<file path="src/tob_pkg.sv">
package tob_pkg;

  // ****************************************
  // Bus geometry
  // ****************************************
  localparam int TOB_DW = 32;
  localparam int TOB_AW = 10;
  localparam int TOB_IDX_W = 8;
  localparam int TOB_TRIM_W = 8;

  // ****************************************
  // Register indices (byte address = 4 x index)
  // ****************************************
  localparam logic [7:0] TOB_IDX_ADC_REF = 8'h20;
  localparam logic [7:0] TOB_IDX_ADC_CMP = 8'h21;
  localparam logic [7:0] TOB_IDX_OSC = 8'h22;
  localparam logic [7:0] TOB_IDX_BROWNOUT = 8'h23;
  localparam logic [7:0] TOB_IDX_CLK_FLT = 8'h26;
  localparam logic [7:0] TOB_IDX_STATUS = 8'h27;

  // ****************************************
  // Values after reset
  // ****************************************
  localparam logic [7:0] TOB_RST_ADC_REF = 8'hFF;
  localparam logic [7:0] TOB_RST_ADC_CMP = 8'hFF;
  localparam logic [7:0] TOB_RST_OSC = 8'h80;
  localparam logic [7:0] TOB_RST_BROWNOUT = 8'hFC;
  localparam logic [7:0] TOB_RST_CLK_FLT = 8'h44;

  // ****************************************
  // Field positions
  // ****************************************
  localparam int TOB_ADC_REF_LSB = 3;
  localparam int TOB_BO_CODE_MSB = 2;
  localparam int TOB_QR_BIT = 7;
  localparam int TOB_GW_MSB = 5;
  localparam int TOB_GW_LSB = 3;
  localparam int TOB_POL_MSB = 1;
  localparam int TOB_ST_BO_UNDEF = 0;
  localparam int TOB_ST_FILT = 1;
  localparam int TOB_ST_OUT = 2;
  localparam int TOB_ST_POL_LSB = 4;

  // ****************************************
  // Brown-out codes and one-hot selection slots
  // ****************************************
  localparam logic [2:0] TOB_BO_1V7 = 3'h0;
  localparam logic [2:0] TOB_BO_1V6 = 3'h1;
  localparam logic [2:0] TOB_BO_1V8 = 3'h7;
  localparam logic [2:0] TOB_BO_2V0 = 3'h6;
  localparam logic [2:0] TOB_BO_2V2 = 3'h5;
  localparam logic [2:0] TOB_BO_2V4 = 3'h4;
  localparam int TOB_BO_SEL_W = 6;

  // ****************************************
  // Glitch widths
  // ****************************************
  localparam int TOB_CLK_MHZ = 100;
  localparam int TOB_GW_NS [8] = '{5, 7, 9, 11, 13, 17, 20, 25};
  localparam int TOB_GW_CNT_W = 2;

  typedef enum logic [1:0] {
    TOB_FLT_OFF,
    TOB_FLT_LOW,
    TOB_FLT_HIGH,
    TOB_FLT_BOTH
  } tob_flt_mode_t;

  // Least time: round up, never below one cycle
  function automatic logic [1:0] tob_gw_cycles(input logic [2:0] sel);
    int cyc;
    cyc = (TOB_GW_NS[sel] * TOB_CLK_MHZ + 999) / 1000;
    if (cyc < 1) begin
      cyc = 1;
    end
    return cyc[1:0];
  endfunction

  // One-hot: 1.6, 1.7, 1.8, 2.0, 2.2, 2.4; zero for undefined
  function automatic logic [5:0] tob_bo_decode(input logic [2:0] code);
    logic [5:0] sel;
    sel = 6'h00;
    unique case (code)
      TOB_BO_1V6: sel = 6'h01;
      TOB_BO_1V7: sel = 6'h02;
      TOB_BO_1V8: sel = 6'h04;
      TOB_BO_2V0: sel = 6'h08;
      TOB_BO_2V2: sel = 6'h10;
      TOB_BO_2V4: sel = 6'h20;
      default: sel = 6'h00;
    endcase
    return sel;
  endfunction

endpackage

</file>
<file path="src/tob_glitch_filter.sv">
`timescale 1ns/1ps

module tob_glitch_filter
  import tob_pkg::*;
(
  input wire logic clk_i,
  input wire logic rst_i,
  input wire logic ce_i,
  input wire logic raw_i,
  input wire logic [1:0] polarity_i,
  input wire logic [2:0] width_sel_i,
  output logic filt_o
);

  logic filt_q, filt_d;
  logic [1:0] cnt_q, cnt_d;
  logic [1:0] need;
  logic block;
  tob_flt_mode_t mode;

  // ****************************************
  // Filter next state
  // ****************************************
  always_comb begin
    mode = tob_flt_mode_t'(polarity_i);
    need = tob_gw_cycles(width_sel_i);
    unique case (mode)
      TOB_FLT_OFF: block = 1'b0;
      TOB_FLT_LOW: block = filt_q;
      TOB_FLT_HIGH: block = ~filt_q;
      TOB_FLT_BOTH: block = 1'b1;
    endcase
    filt_d = filt_q;
    cnt_d = 2'h0;
    if (raw_i != filt_q) begin
      if (!block || cnt_q >= need - 2'h1) begin
        filt_d = raw_i;
      end else begin
        cnt_d = cnt_q + 2'h1;
      end
    end
  end

  always_ff @(posedge clk_i) begin
    if (rst_i) begin
      filt_q <= 1'b0;
      cnt_q <= 2'h0;
    end else if (ce_i) begin
      filt_q <= filt_d;
      cnt_q <= cnt_d;
    end
  end

  assign filt_o = filt_q;

endmodule

</file>
<file path="src/tob_quarter_rate.sv">
`timescale 1ns/1ps

module tob_quarter_rate
  import tob_pkg::*;
(
  input wire logic clk_i,
  input wire logic rst_i,
  input wire logic ce_i,
  input wire logic in_i,
  input wire logic quarter_i,
  output logic out_o
);

  logic prev_q, prev_d;
  logic half_q, half_d;
  logic out_q, out_d;

  // ****************************************
  // Divider next state
  // ****************************************
  always_comb begin
    prev_d = in_i;
    half_d = half_q;
    out_d = out_q;
    if (!quarter_i) begin
      out_d = in_i;
      half_d = 1'b0;
    end else if (in_i && !prev_q) begin
      half_d = ~half_q;
      if (half_q) begin
        out_d = ~out_q;
      end
    end
  end

  always_ff @(posedge clk_i) begin
    if (rst_i) begin
      prev_q <= 1'b0;
      half_q <= 1'b0;
      out_q <= 1'b0;
    end else if (ce_i) begin
      prev_q <= prev_d;
      half_q <= half_d;
      out_q <= out_d;
    end
  end

  assign out_o = out_q;

endmodule

</file>
<file path="src/tob_trim_bank.sv">
`timescale 1ns/1ps

// Summary of operation
// - Trim indices 20h,21h,22h,23h,26h map to ADC ref, ADC/comp, oscillator, brown-out, filter.
// - Trim bytes sit at locations 20h to 26h, one byte each.
// - Full oscillator byte drives the oscillator adjust value.
// - Brown-out code selects one of six thresholds; 010, 011 undefined.
// - Filter bit 7 low passes clock; high gives quarter frequency.
// - Filter bits 5:3 select widest glitch removed.
// - Filter bits 1:0: none, low glitches, high glitches, both.
// - Width codes 000..111 give 5,7,9,11,13,17,20,25 ns.

module tob_trim_bank
  import tob_pkg::*;
(
  input wire logic clk_i,
  input wire logic rst_i,
  input wire logic ce_i,
  input wire logic cyc_i,
  input wire logic stb_i,
  input wire logic we_i,
  input wire logic [9:0] adr_i,
  input wire logic [3:0] sel_i,
  input wire logic [31:0] dat_i,
  output logic [31:0] dat_o,
  output logic ack_o,
  input wire logic clk_filter_in_i,
  output logic clk_filter_out_o,
  output logic [4:0] adc_reference_adjust_value_o,
  output logic [7:0] adc_comparator_adjust_o,
  output logic [7:0] oscillator_adjust_value_o,
  output logic [5:0] brownout_threshold_sel_o,
  output logic brownout_code_undefined_o,
  output logic quarter_rate_select_o,
  output logic [2:0] glitch_width_select_o,
  output logic [1:0] glitch_filter_polarity_o
);

  // ****************************************
  // Declarations
  // ****************************************
  logic ack_q, ack_d;
  logic [31:0] rdata_q, rdata_d;
  logic [7:0] adc_ref_q, adc_ref_d;
  logic [7:0] adc_cmp_q, adc_cmp_d;
  logic [7:0] osc_q, osc_d;
  logic [7:0] bo_q, bo_d;
  logic [7:0] flt_q, flt_d;
  logic [4:0] ref_out_q, ref_out_d;
  logic [7:0] cmp_out_q, cmp_out_d;
  logic [7:0] osc_out_q, osc_out_d;
  logic [5:0] bo_sel_q, bo_sel_d;
  logic bo_undef_q, bo_undef_d;
  logic qr_q, qr_d;
  logic [2:0] gw_q, gw_d;
  logic [1:0] pol_q, pol_d;
  logic [7:0] idx;
  logic req;
  logic wr;
  logic filt_level;
  logic div_level;
  logic [7:0] status;
  logic [7:0] rd_byte;

  // ****************************************
  // Bus request decode
  // ****************************************
  // A new request is taken only while no answer is pending
  assign req = cyc_i & stb_i & ~ack_q;
  // Write lands on the edge at which the master samples ack,
  // so a request dropped before ack never touches a trim byte
  // Only lane 0 carries trim data; other lanes are ignored
  assign wr = cyc_i & stb_i & we_i & sel_i[0] & ack_q;
  assign idx = adr_i[9:2];

  // ****************************************
  // Bus handshake
  // ****************************************
  always_comb begin
    ack_d = req;
    rdata_d = rdata_q;
    if (req) begin
      rdata_d = {24'h000000, rd_byte};
    end
  end

  always_ff @(posedge clk_i) begin
    if (rst_i) begin
      ack_q <= 1'b0;
      rdata_q <= 32'h00000000;
    end else if (ce_i) begin
      ack_q <= ack_d;
      rdata_q <= rdata_d;
    end
  end

  // ****************************************
  // Read multiplexer
  // ****************************************
  always_comb begin
    status = 8'h00;
    status[TOB_ST_BO_UNDEF] = bo_undef_q;
    status[TOB_ST_FILT] = filt_level;
    status[TOB_ST_OUT] = div_level;
    status[TOB_ST_POL_LSB +: 2] = pol_q;
    unique case (idx)
      TOB_IDX_ADC_REF: rd_byte = adc_ref_q;
      TOB_IDX_ADC_CMP: rd_byte = adc_cmp_q;
      TOB_IDX_OSC: rd_byte = osc_q;
      TOB_IDX_BROWNOUT: rd_byte = bo_q;
      TOB_IDX_CLK_FLT: rd_byte = flt_q;
      TOB_IDX_STATUS: rd_byte = status;
      default: rd_byte = 8'h00;
    endcase
  end

  // ****************************************
  // Trim byte storage
  // ****************************************
  always_comb begin
    adc_ref_d = adc_ref_q;
    adc_cmp_d = adc_cmp_q;
    osc_d = osc_q;
    bo_d = bo_q;
    flt_d = flt_q;
    if (wr) begin
      unique case (idx)
        TOB_IDX_ADC_REF: adc_ref_d = dat_i[7:0];
        // Reserved byte stays writable; software is trusted to leave it
        TOB_IDX_ADC_CMP: adc_cmp_d = dat_i[7:0];
        TOB_IDX_OSC: osc_d = dat_i[7:0];
        TOB_IDX_BROWNOUT: bo_d = dat_i[7:0];
        TOB_IDX_CLK_FLT: flt_d = dat_i[7:0];
        default: begin
        end
      endcase
    end
  end

  always_ff @(posedge clk_i) begin
    if (rst_i) begin
      adc_ref_q <= TOB_RST_ADC_REF;
      adc_cmp_q <= TOB_RST_ADC_CMP;
      osc_q <= TOB_RST_OSC;
      bo_q <= TOB_RST_BROWNOUT;
      flt_q <= TOB_RST_CLK_FLT;
    end else if (ce_i) begin
      adc_ref_q <= adc_ref_d;
      adc_cmp_q <= adc_cmp_d;
      osc_q <= osc_d;
      bo_q <= bo_d;
      flt_q <= flt_d;
    end
  end

  // ****************************************
  // Field decode toward analog blocks
  // ****************************************
  always_comb begin
    ref_out_d = adc_ref_q[7:TOB_ADC_REF_LSB];
    cmp_out_d = adc_cmp_q;
    osc_out_d = osc_q;
    bo_sel_d = tob_bo_decode(bo_q[TOB_BO_CODE_MSB:0]);
    bo_undef_d = ~|tob_bo_decode(bo_q[TOB_BO_CODE_MSB:0]);
    qr_d = flt_q[TOB_QR_BIT];
    gw_d = flt_q[TOB_GW_MSB:TOB_GW_LSB];
    pol_d = flt_q[TOB_POL_MSB:0];
  end

  // Decoded fields are registered so analog inputs never see
  // decode hazards from a byte in mid-update
  // Fields driven continuously
  always_ff @(posedge clk_i) begin
    if (rst_i) begin
      ref_out_q <= TOB_RST_ADC_REF[7:TOB_ADC_REF_LSB];
      cmp_out_q <= TOB_RST_ADC_CMP;
      osc_out_q <= TOB_RST_OSC;
      bo_sel_q <= tob_bo_decode(TOB_RST_BROWNOUT[TOB_BO_CODE_MSB:0]);
      bo_undef_q <= 1'b0;
      qr_q <= TOB_RST_CLK_FLT[TOB_QR_BIT];
      gw_q <= TOB_RST_CLK_FLT[TOB_GW_MSB:TOB_GW_LSB];
      pol_q <= TOB_RST_CLK_FLT[TOB_POL_MSB:0];
    end else if (ce_i) begin
      ref_out_q <= ref_out_d;
      cmp_out_q <= cmp_out_d;
      osc_out_q <= osc_out_d;
      bo_sel_q <= bo_sel_d;
      bo_undef_q <= bo_undef_d;
      qr_q <= qr_d;
      gw_q <= gw_d;
      pol_q <= pol_d;
    end
  end

  // ****************************************
  // Clock glitch filter path
  // ****************************************
  // Widths below one period still cost a full cycle at 100 MHz
  // Filter on sampled clock
  tob_glitch_filter u_filter (
    .clk_i(clk_i),
    .rst_i(rst_i),
    .ce_i(ce_i),
    .raw_i(clk_filter_in_i),
    .polarity_i(pol_q),
    .width_sel_i(gw_q),
    .filt_o(filt_level)
  );

  tob_quarter_rate u_divider (
    .clk_i(clk_i),
    .rst_i(rst_i),
    .ce_i(ce_i),
    .in_i(filt_level),
    .quarter_i(qr_q),
    .out_o(div_level)
  );

  // ****************************************
  // Outputs
  // ****************************************
  assign ack_o = ack_q;
  assign dat_o = rdata_q;
  assign clk_filter_out_o = div_level;
  assign adc_reference_adjust_value_o = ref_out_q;
  assign adc_comparator_adjust_o = cmp_out_q;
  assign oscillator_adjust_value_o = osc_out_q;
  assign brownout_threshold_sel_o = bo_sel_q;
  assign brownout_code_undefined_o = bo_undef_q;
  assign quarter_rate_select_o = qr_q;
  assign glitch_width_select_o = gw_q;
  assign glitch_filter_polarity_o = pol_q;

endmodule

</file>
<file path="config.mk">
export PLATFORM = sky130hd
export DESIGN_NAME = tob_trim_bank
export DESIGN_NICKNAME = d
export VERILOG_FILES = /design/src/tob_pkg.sv /design/src/tob_glitch_filter.sv /design/src/tob_quarter_rate.sv /design/src/tob_trim_bank.sv
export SDC_FILE = /design/constraint.sdc
export NUM_CORES = 1
export LEC_CHECK = 0
export ABC_AREA = 1
export BUFFER_PORTS_ARGS = -buffer_cell sky130_fd_sc_hd__buf_2
export CAP_MARGIN = 20
export CORE_MARGIN = 5
export CORE_UTILIZATION = 56
export CTS_CLUSTER_DIAMETER = 40
export DETAILED_ROUTE_END_ITERATION = 7
export PLACE_DENSITY = 0.82
export SKIP_LAST_GASP = 1
export SYNTH_ARGS = -nofsm -noshare
export SYNTH_HDL_FRONTEND = slang
export SYNTH_HIERARCHICAL = 1
export SYNTH_SLANG_ARGS = --single-unit
export TNS_END_PERCENT = 30
</file>
<file path="constraint.sdc">
create_clock -name clk_i -period 18.1 [get_ports clk_i]
set_clock_uncertainty 0.2 [all_clocks]
set_input_delay 4.525 -clock clk_i [delete_from_list [all_inputs] [get_ports clk_i]]
set_output_delay 4.525 -clock clk_i [all_outputs]
set_load 0.02 [all_outputs]
</file>
# Word-level counts from Yosys, hierarchy flattened
# Memory sizes are Yosys's and may differ from the RTL's.
# Index checks and enable logic that the tools add are counted.
[word_totals]
regBits = 89
rom_bits = 256
in_bits = 53
out_inout_bits = 68
wordCells = 86
memories = 1
[memory_table]
columns = ["name", "words", "width", "read_ports", "rd_clocked_by_memory_dff", "write_ports", "line", "source"]
rows = [
  ["(name not given)", 8, 32, 1, 0, 0, "tob_pkg.sv:72", "cyc = (TOB_GW_NS[sel] * TOB_CLK_MHZ + 999) / 1000;"],
]
[op_classes]
n_addsub = 3
n_mul = 1
n_div = 1
order_cmp = 3
eq_ne = 17
mux = 13
bitwise = 10
n_reduce_logical = 17
[op_table]
columns = ["cell", "count"]
rows = [
  ["$mux W32", 2],
  ["$eq A8 B6 Y1 const B", 6],
  ["$pmux W8 S6", 1],
  ["$pmux W6 S6", 1],
  ["$add A32 B11 Y32 const B", 1],
  ["$div A32 B11 Y32 const B", 1],
  ["$lt A32 B2 Y1 const B", 1],
  ["$mul A32 B6 Y30 const B", 1],
  ["$reduce_and A3 Y1", 7],
  ["$eq A3 B3 Y1 const B", 4],
  ["$mux W2", 3],
  ["$reduce_or A6 Y1", 1],
  ["$and A1 B1 Y1", 5],
  ["$mux W1", 5],
  ["$eq A2 B2 Y1 const B", 2],
  ["$ge A4 B4 Y1 const B", 1],
  ["$ne A2 B1 Y1 const B", 2],
  ["$not A1 Y1", 4],
  ["$not A3 Y4", 1],
  ["$pmux W1 S4", 1],
  ["$reduce_and A2 Y1", 2],
  ["$eq A3 B1 Y1 const B", 1],
  ["$logic_not A1 Y1", 3],
  ["$logic_not A3 Y1", 1],
  ["8 further kinds", 8],
]

# Longest topological paths before layout
[depth]
depth_word = 14
ltp_mapped = 49
mapped_depth_nobuf = 48

# By module
# The synthesis kept the hierarchy.
[by_module_without_submodules]
columns = ["mod", "instances", "cells_each", "area_per_inst_um2"]
rows = [
  ["tob_trim_bank", 1, 478, 3684.8],
  ["tob_glitch_filter", 1, 292, 1704.1],
  ["tob_quarter_rate", 1, 23, 147.6],
]

# Worst setup path after synthesis
# OpenSTA, ideal clock, no wires.
[synth_path]
kind = "register to register"
from = "register gw_q[1], in the netlist glitch_width_select_o[1]"
to = "register u_filter.filt_q, in the netlist u_filter/filt_o"
setup_ns = 0.086
arrival_time_ns = 5.658
t_required_ns = 17.814
setup_slack_ns = 12.156
path_stages_with_launch = 44
path_buffers = 0
synth_period_minus_slack_ns = 5.944
cell_sequence = "dfxtp_1 inv_2 ha_1 o21ai_0 ha_1 ha_1 ha_1 ha_1 inv_1 nor2_1 nand2_1 nand2_1 nand2_1 nand2_1 inv_2 nand2_2 nor2_1 nand2_1 (+8 left out) nand3_1 nand3_2 nor2_4 nand2_4 nand2_4 nor2_1 nor2_1 nand3_1 nor2_2 nand2_1 nand2_1 nand2_1 ha_1 a221oi_1 nor2_1 inv_1 nor2_1 a211oi_1"
[synth_via]
elab_chain_cells = 13
[synth_rtl]
columns = ["item", "line", "source"]
rows = [
  ["start, declared", "tob_trim_bank.sv:55", "logic [2:0] gw_q, gw_d;"],
  ["start signal, assigned", "tob_trim_bank.sv:181", "gw_q <= TOB_RST_CLK_FLT[TOB_GW_MSB:TOB_GW_LSB];"],
  ["start signal, assigned", "tob_trim_bank.sv:190", "gw_q <= gw_d;"],
  ["$not A3 Y4 (not written as such) (*)", "tob_pkg.sv:72", ""],
  ["$mem_v2 Z8 W32 (*)", "--", ""],
  ["$mux W32 (not written as such) (*) (2 in series)", "tob_pkg.sv:72", ""],
  ["$mul A32 B6 Y30 (*)", "tob_pkg.sv:72", ""],
  ["$add A32 B11 Y32 (*)", "tob_pkg.sv:72", ""],
  ["$div A32 B11 Y32 (*)", "tob_pkg.sv:72", ""],
  ["$lt A32 B2 Y1", "tob_pkg.sv:73", "if (cyc < 1) begin"],
  ["$mux W2 (*)", "tob_pkg.sv:73", ""],
  ["$sub A2 B1 Y2 (*)", "tob_glitch_filter.sv:36", "if (!block || cnt_q >= need - 2'h1) begin"],
  ["$ge A2 B2 Y1 (*)", "tob_glitch_filter.sv:36", ""],
  ["$logic_or A1 B1 Y1 (*)", "tob_glitch_filter.sv:36", ""],
  ["$reduce_and A3 Y1 (no source line) (*)", "--", ""],
  ["end signal, assigned", "tob_glitch_filter.sv:49", "filt_q <= filt_d;"],
  ["end, declared", "tob_glitch_filter.sv:15", "logic filt_q, filt_d;"],
]
# Every way passes the cells marked *; elsewhere a longest branch is shown, timed or not. The select of a mux whose other input is x is not followed.
# A chain may end at the register's enable or synchronous reset.

# Worst setup path after layout
# Ends and elaborated chain as after synthesis.

==> results.py <==
metrics = {
    "final_layout": {
        "diodes": 0,
        "finalNetCount": 922,
        "fin_util": 0.619,
        "areaGrowthSynthToFinish_pct": 8.75,
        "fin_area_um2": 6020,
        "drive_gt1_frac": 0.195,
        "fillers": 945,
    },
    "sta": {
        "fin_ws_ns": 11.50,
        "max_freq_mhz": 152,
        "min_period_over_period": 0.365,
        "relSlewSlack": 0.356,
        "finalHoldViolCount": 0,
        "tightest_slew_ns": 0.964,
        "rsz0062_at_grt": "no",
        "setup_viol": 0,
        "setup_tns_ns": 0,
        "final_period_minus_worst_setup_slack_ns": 6.60,
        "finalMaxSlewViolations": 0,
    },
    "route": {
        "ant_nets": 0,
        "drt_wl_total_um": 12400,
        "via_per_inst": 5.19,
        "dr.pass1.iters": 5,
        "post-route-drc-count": 0,
        "drt_iter0_drc": 334,
        "num_vias": 5099,
        "wl_per_cell_um": 12.6,
    },
    "floorplanning": {
        "fp.dieW_um": 109,
        "initial_core_util": 0.569,
        "row_count": 36,
        "die_h_um": 109,
        "core_um2": 9730,
        "die_area_um2": 12000,
        "num_io_pins": 121,
    },
    "synth": {
        "synth.most_common_cell": "nand2_1",
        "syn-cell-area_um2": 5540,
        "netlist_top_cells_area": "dfxtp_1 32%, nand2_1 13%, nand3_1 7.1%",
        "synth_top_area_cell": "dfxtp_1",
        "synth_cell_type_count": 41,
        "seq_area_frac_synth": 0.322,
        "avgSynthCellArea_um2": 6.98,
        "ys_ff_latch": 89,
        "synthArstFlopShare": 0,
        "synth_top_area_share": 0.322,
        "synth_ff_type": "dfxtp_1",
        "syn_inst": 793,
        "yosys_warnings": 6,
        "synth-edff-count": 0,
        "synthTopCellsByCount": "191 x nand2_1, 89 x dfxtp_1, 84 x inv_1",
    },
    "grt": {
        "grt_overflow": 0,
        "gr-usage-all-layers": 0.206,
        "grt_pass1_vias": 4357,
        "antenna_found_initial": 0,
        "grt_pass1_wl_um": 20000,
        "grt_max_degree": 45,
    },
    "setup_path": {
        "crit_path_end": "u_filter/filt_o",
        "worstSetupStartpoint": "glitch_width_select_o[1]",
        "start_kind": "flip-flop",
        "r2r_end": "u_filter/filt_o",
        "path_common_cell": "nand2_1",
        "worst-setup-path-type": "reg -> reg",
        "cp-end-kind": "flip-flop",
        "cpPeakStageDelay_ns": 0.56,
        "crit_slowest_cell": "dfxtp_1",
        "crit_required_ns": 18.17,
        "path_max_fanout": 9,
        "r2r_setup_slack_ns": 11.50,
        "arrival_ns": 6.68,
        "r2r-start": "glitch_width_select_o[1]",
        "reg2regPathDepth": 43,
    },
    "cts": {
        "cts_buffers": 9,
        "insertion_delay_ns": 0.36,
        "clockBufferDepth": 2,
        "cts_resized": 0,
        "cts_hold_buf": 0,
        "clkTransAtPathRegs_ns": 0.09,
        "cts_setup_buffers": 0,
        "cts.sinks": 89,
        "cts-root-buf": "clkbuf_8",
        "cts_tree": "done",
        "htree_levels": 3,
    },
    "hold_path": {
        "hold_class": "reg -> reg",
    },
    "power": {
        "power.density_nw_per_um2": 75.4,
        "vdd_drop_max_v": 0.0000631,
        "p_leak_nw": 3.11,
    },
    "placement": {
        "globalplace.congestion": 0.954,
        "dpl_worst_slack_ns": 11.28,
        "dpl_cell_area_um2": 5820,
        "portBuffers": 67,
        "dpl.hpwl_um": 9360,
    },
    "flow_run": {
        "maxCapViolCount": 0,
    },
    "run_status": {
        "outcome": "completed",
    },
}
## report_power, final
group / switching, mW / total (mW) / leakage, nW / internal (mW)
combinational: 0.0766 / 0.113 / 2.29 / 0.0366
sequential: 0.00384 / 0.204 / 0.724 / 0.200
clock: 0.0722 / 0.137 / 0.101 / 0.0652
## worst max-delay path, delay by kind of cell (launching register included)
kind | cells | cell delay (ns)
fa+ha+maj | 6 | 1.81
buf+inv | 6 | 0.60
compound gates | 3 | 0.91
flops | 1 | 0.56
simple gates | 28 | 2.44
## flip-flops by register name, summed over array words and instances (netlist names), 3 cells and up
| name | flops |
|---|---|
| adc_ref_q | 8 |
| glitch_width_select_o | 3 |
| adc_comparator_adjust_o | 8 |
| osc_out_d | 8 |
| adc_cmp_q | 8 |
| bo_q | 8 |
| oscillator_adjust_value_o | 8 |
| adc_reference_adjust_value_o | 5 |
| flt_q | 8 |
| dat_o | 8 |
| brownout_threshold_sel_o | 6 |
## cell usage in the layout, fill, tap and decap left out, drive strengths merged
cell,count
a22oi,1
inv,100
nand4,4
a31oi,1
nand2,224
nor2,66
nand3b,2
dfxtp,89
nor3b,1
a221oi,1
a211oi,1
o21ai,42
clkbuf,9
xor2,4
buf,68
o2111ai,1
clkinv,4
nand3,90
clkinvlp,1
nor3,7
a32oi,1
bufinv,1
conb,24
a21oi,49
o211ai,35
ha,24
## cells by family (layout without fill, tap and decap cells)
group / after synthesis / in the layout / share of synthesized area
and+or+nand+nor: 394 / 394 / 0.350
buffers and inverters: 149 / 183 / 0.125
AOI/OAI and AO/OA: 132 / 132 / 0.143
DFF: 89 / 89 / 0.322
adders and majority gates: 24 / 24 / 0.0542
xor gates and xnor gates: 4 / 4 / 0.00633
other: 1 / 24 / 0.000677
## stage by stage
step,cells,hold WS [ns],power (mW)
after detailed placement,967,0.244,0.321
final,983,0.263,0.454
after CTS,983,0.267,0.457
after floorplan,816,0.239,0.304
after global placement,967,0.239,0.319
after global routing,983,0.279,0.481
## metal layers
metal,GRT usage,share of wire,up-vias
met4,0.0516,0.0099,0
met2,0.317,0.44,153
met1,0.288,0.48,2286
met3,0.0540,0.069,14
li1,-,-,2646
met5,0,0,-
## worst min path at each step
stage                               startpoint                              end  slack, ns  cells after the start
2_1_floorplan                          bo_q[7]                          bo_q[7]       0.24                      2
3_3_place_gp      oscillator_adjust_value_o[7]     oscillator_adjust_value_o[7]       0.24                      2
3_5_place_dp   adc_reference_adjust_value_o[2]  adc_reference_adjust_value_o[2]       0.24                      2
4_1_cts            brownout_threshold_sel_o[0]      brownout_threshold_sel_o[0]       0.27                      2
5_1_grt        adc_reference_adjust_value_o[1]  adc_reference_adjust_value_o[1]       0.28                      2
6_report            adc_comparator_adjust_o[7]       adc_comparator_adjust_o[7]       0.26                      2
## layout make-up
cell class	count	area, µm²	share of cell area
timing repair buffer	68	343	0.0569
clock buffer	9	124	0.0206
clock inverter	7	77.6	0.0129
multi-input combinational	578	3150	0.523
inverter	99	377	0.0626
sequential	89	1780	0.296
tap	133	166	0.0276
(Power assumes the default switching activity.)
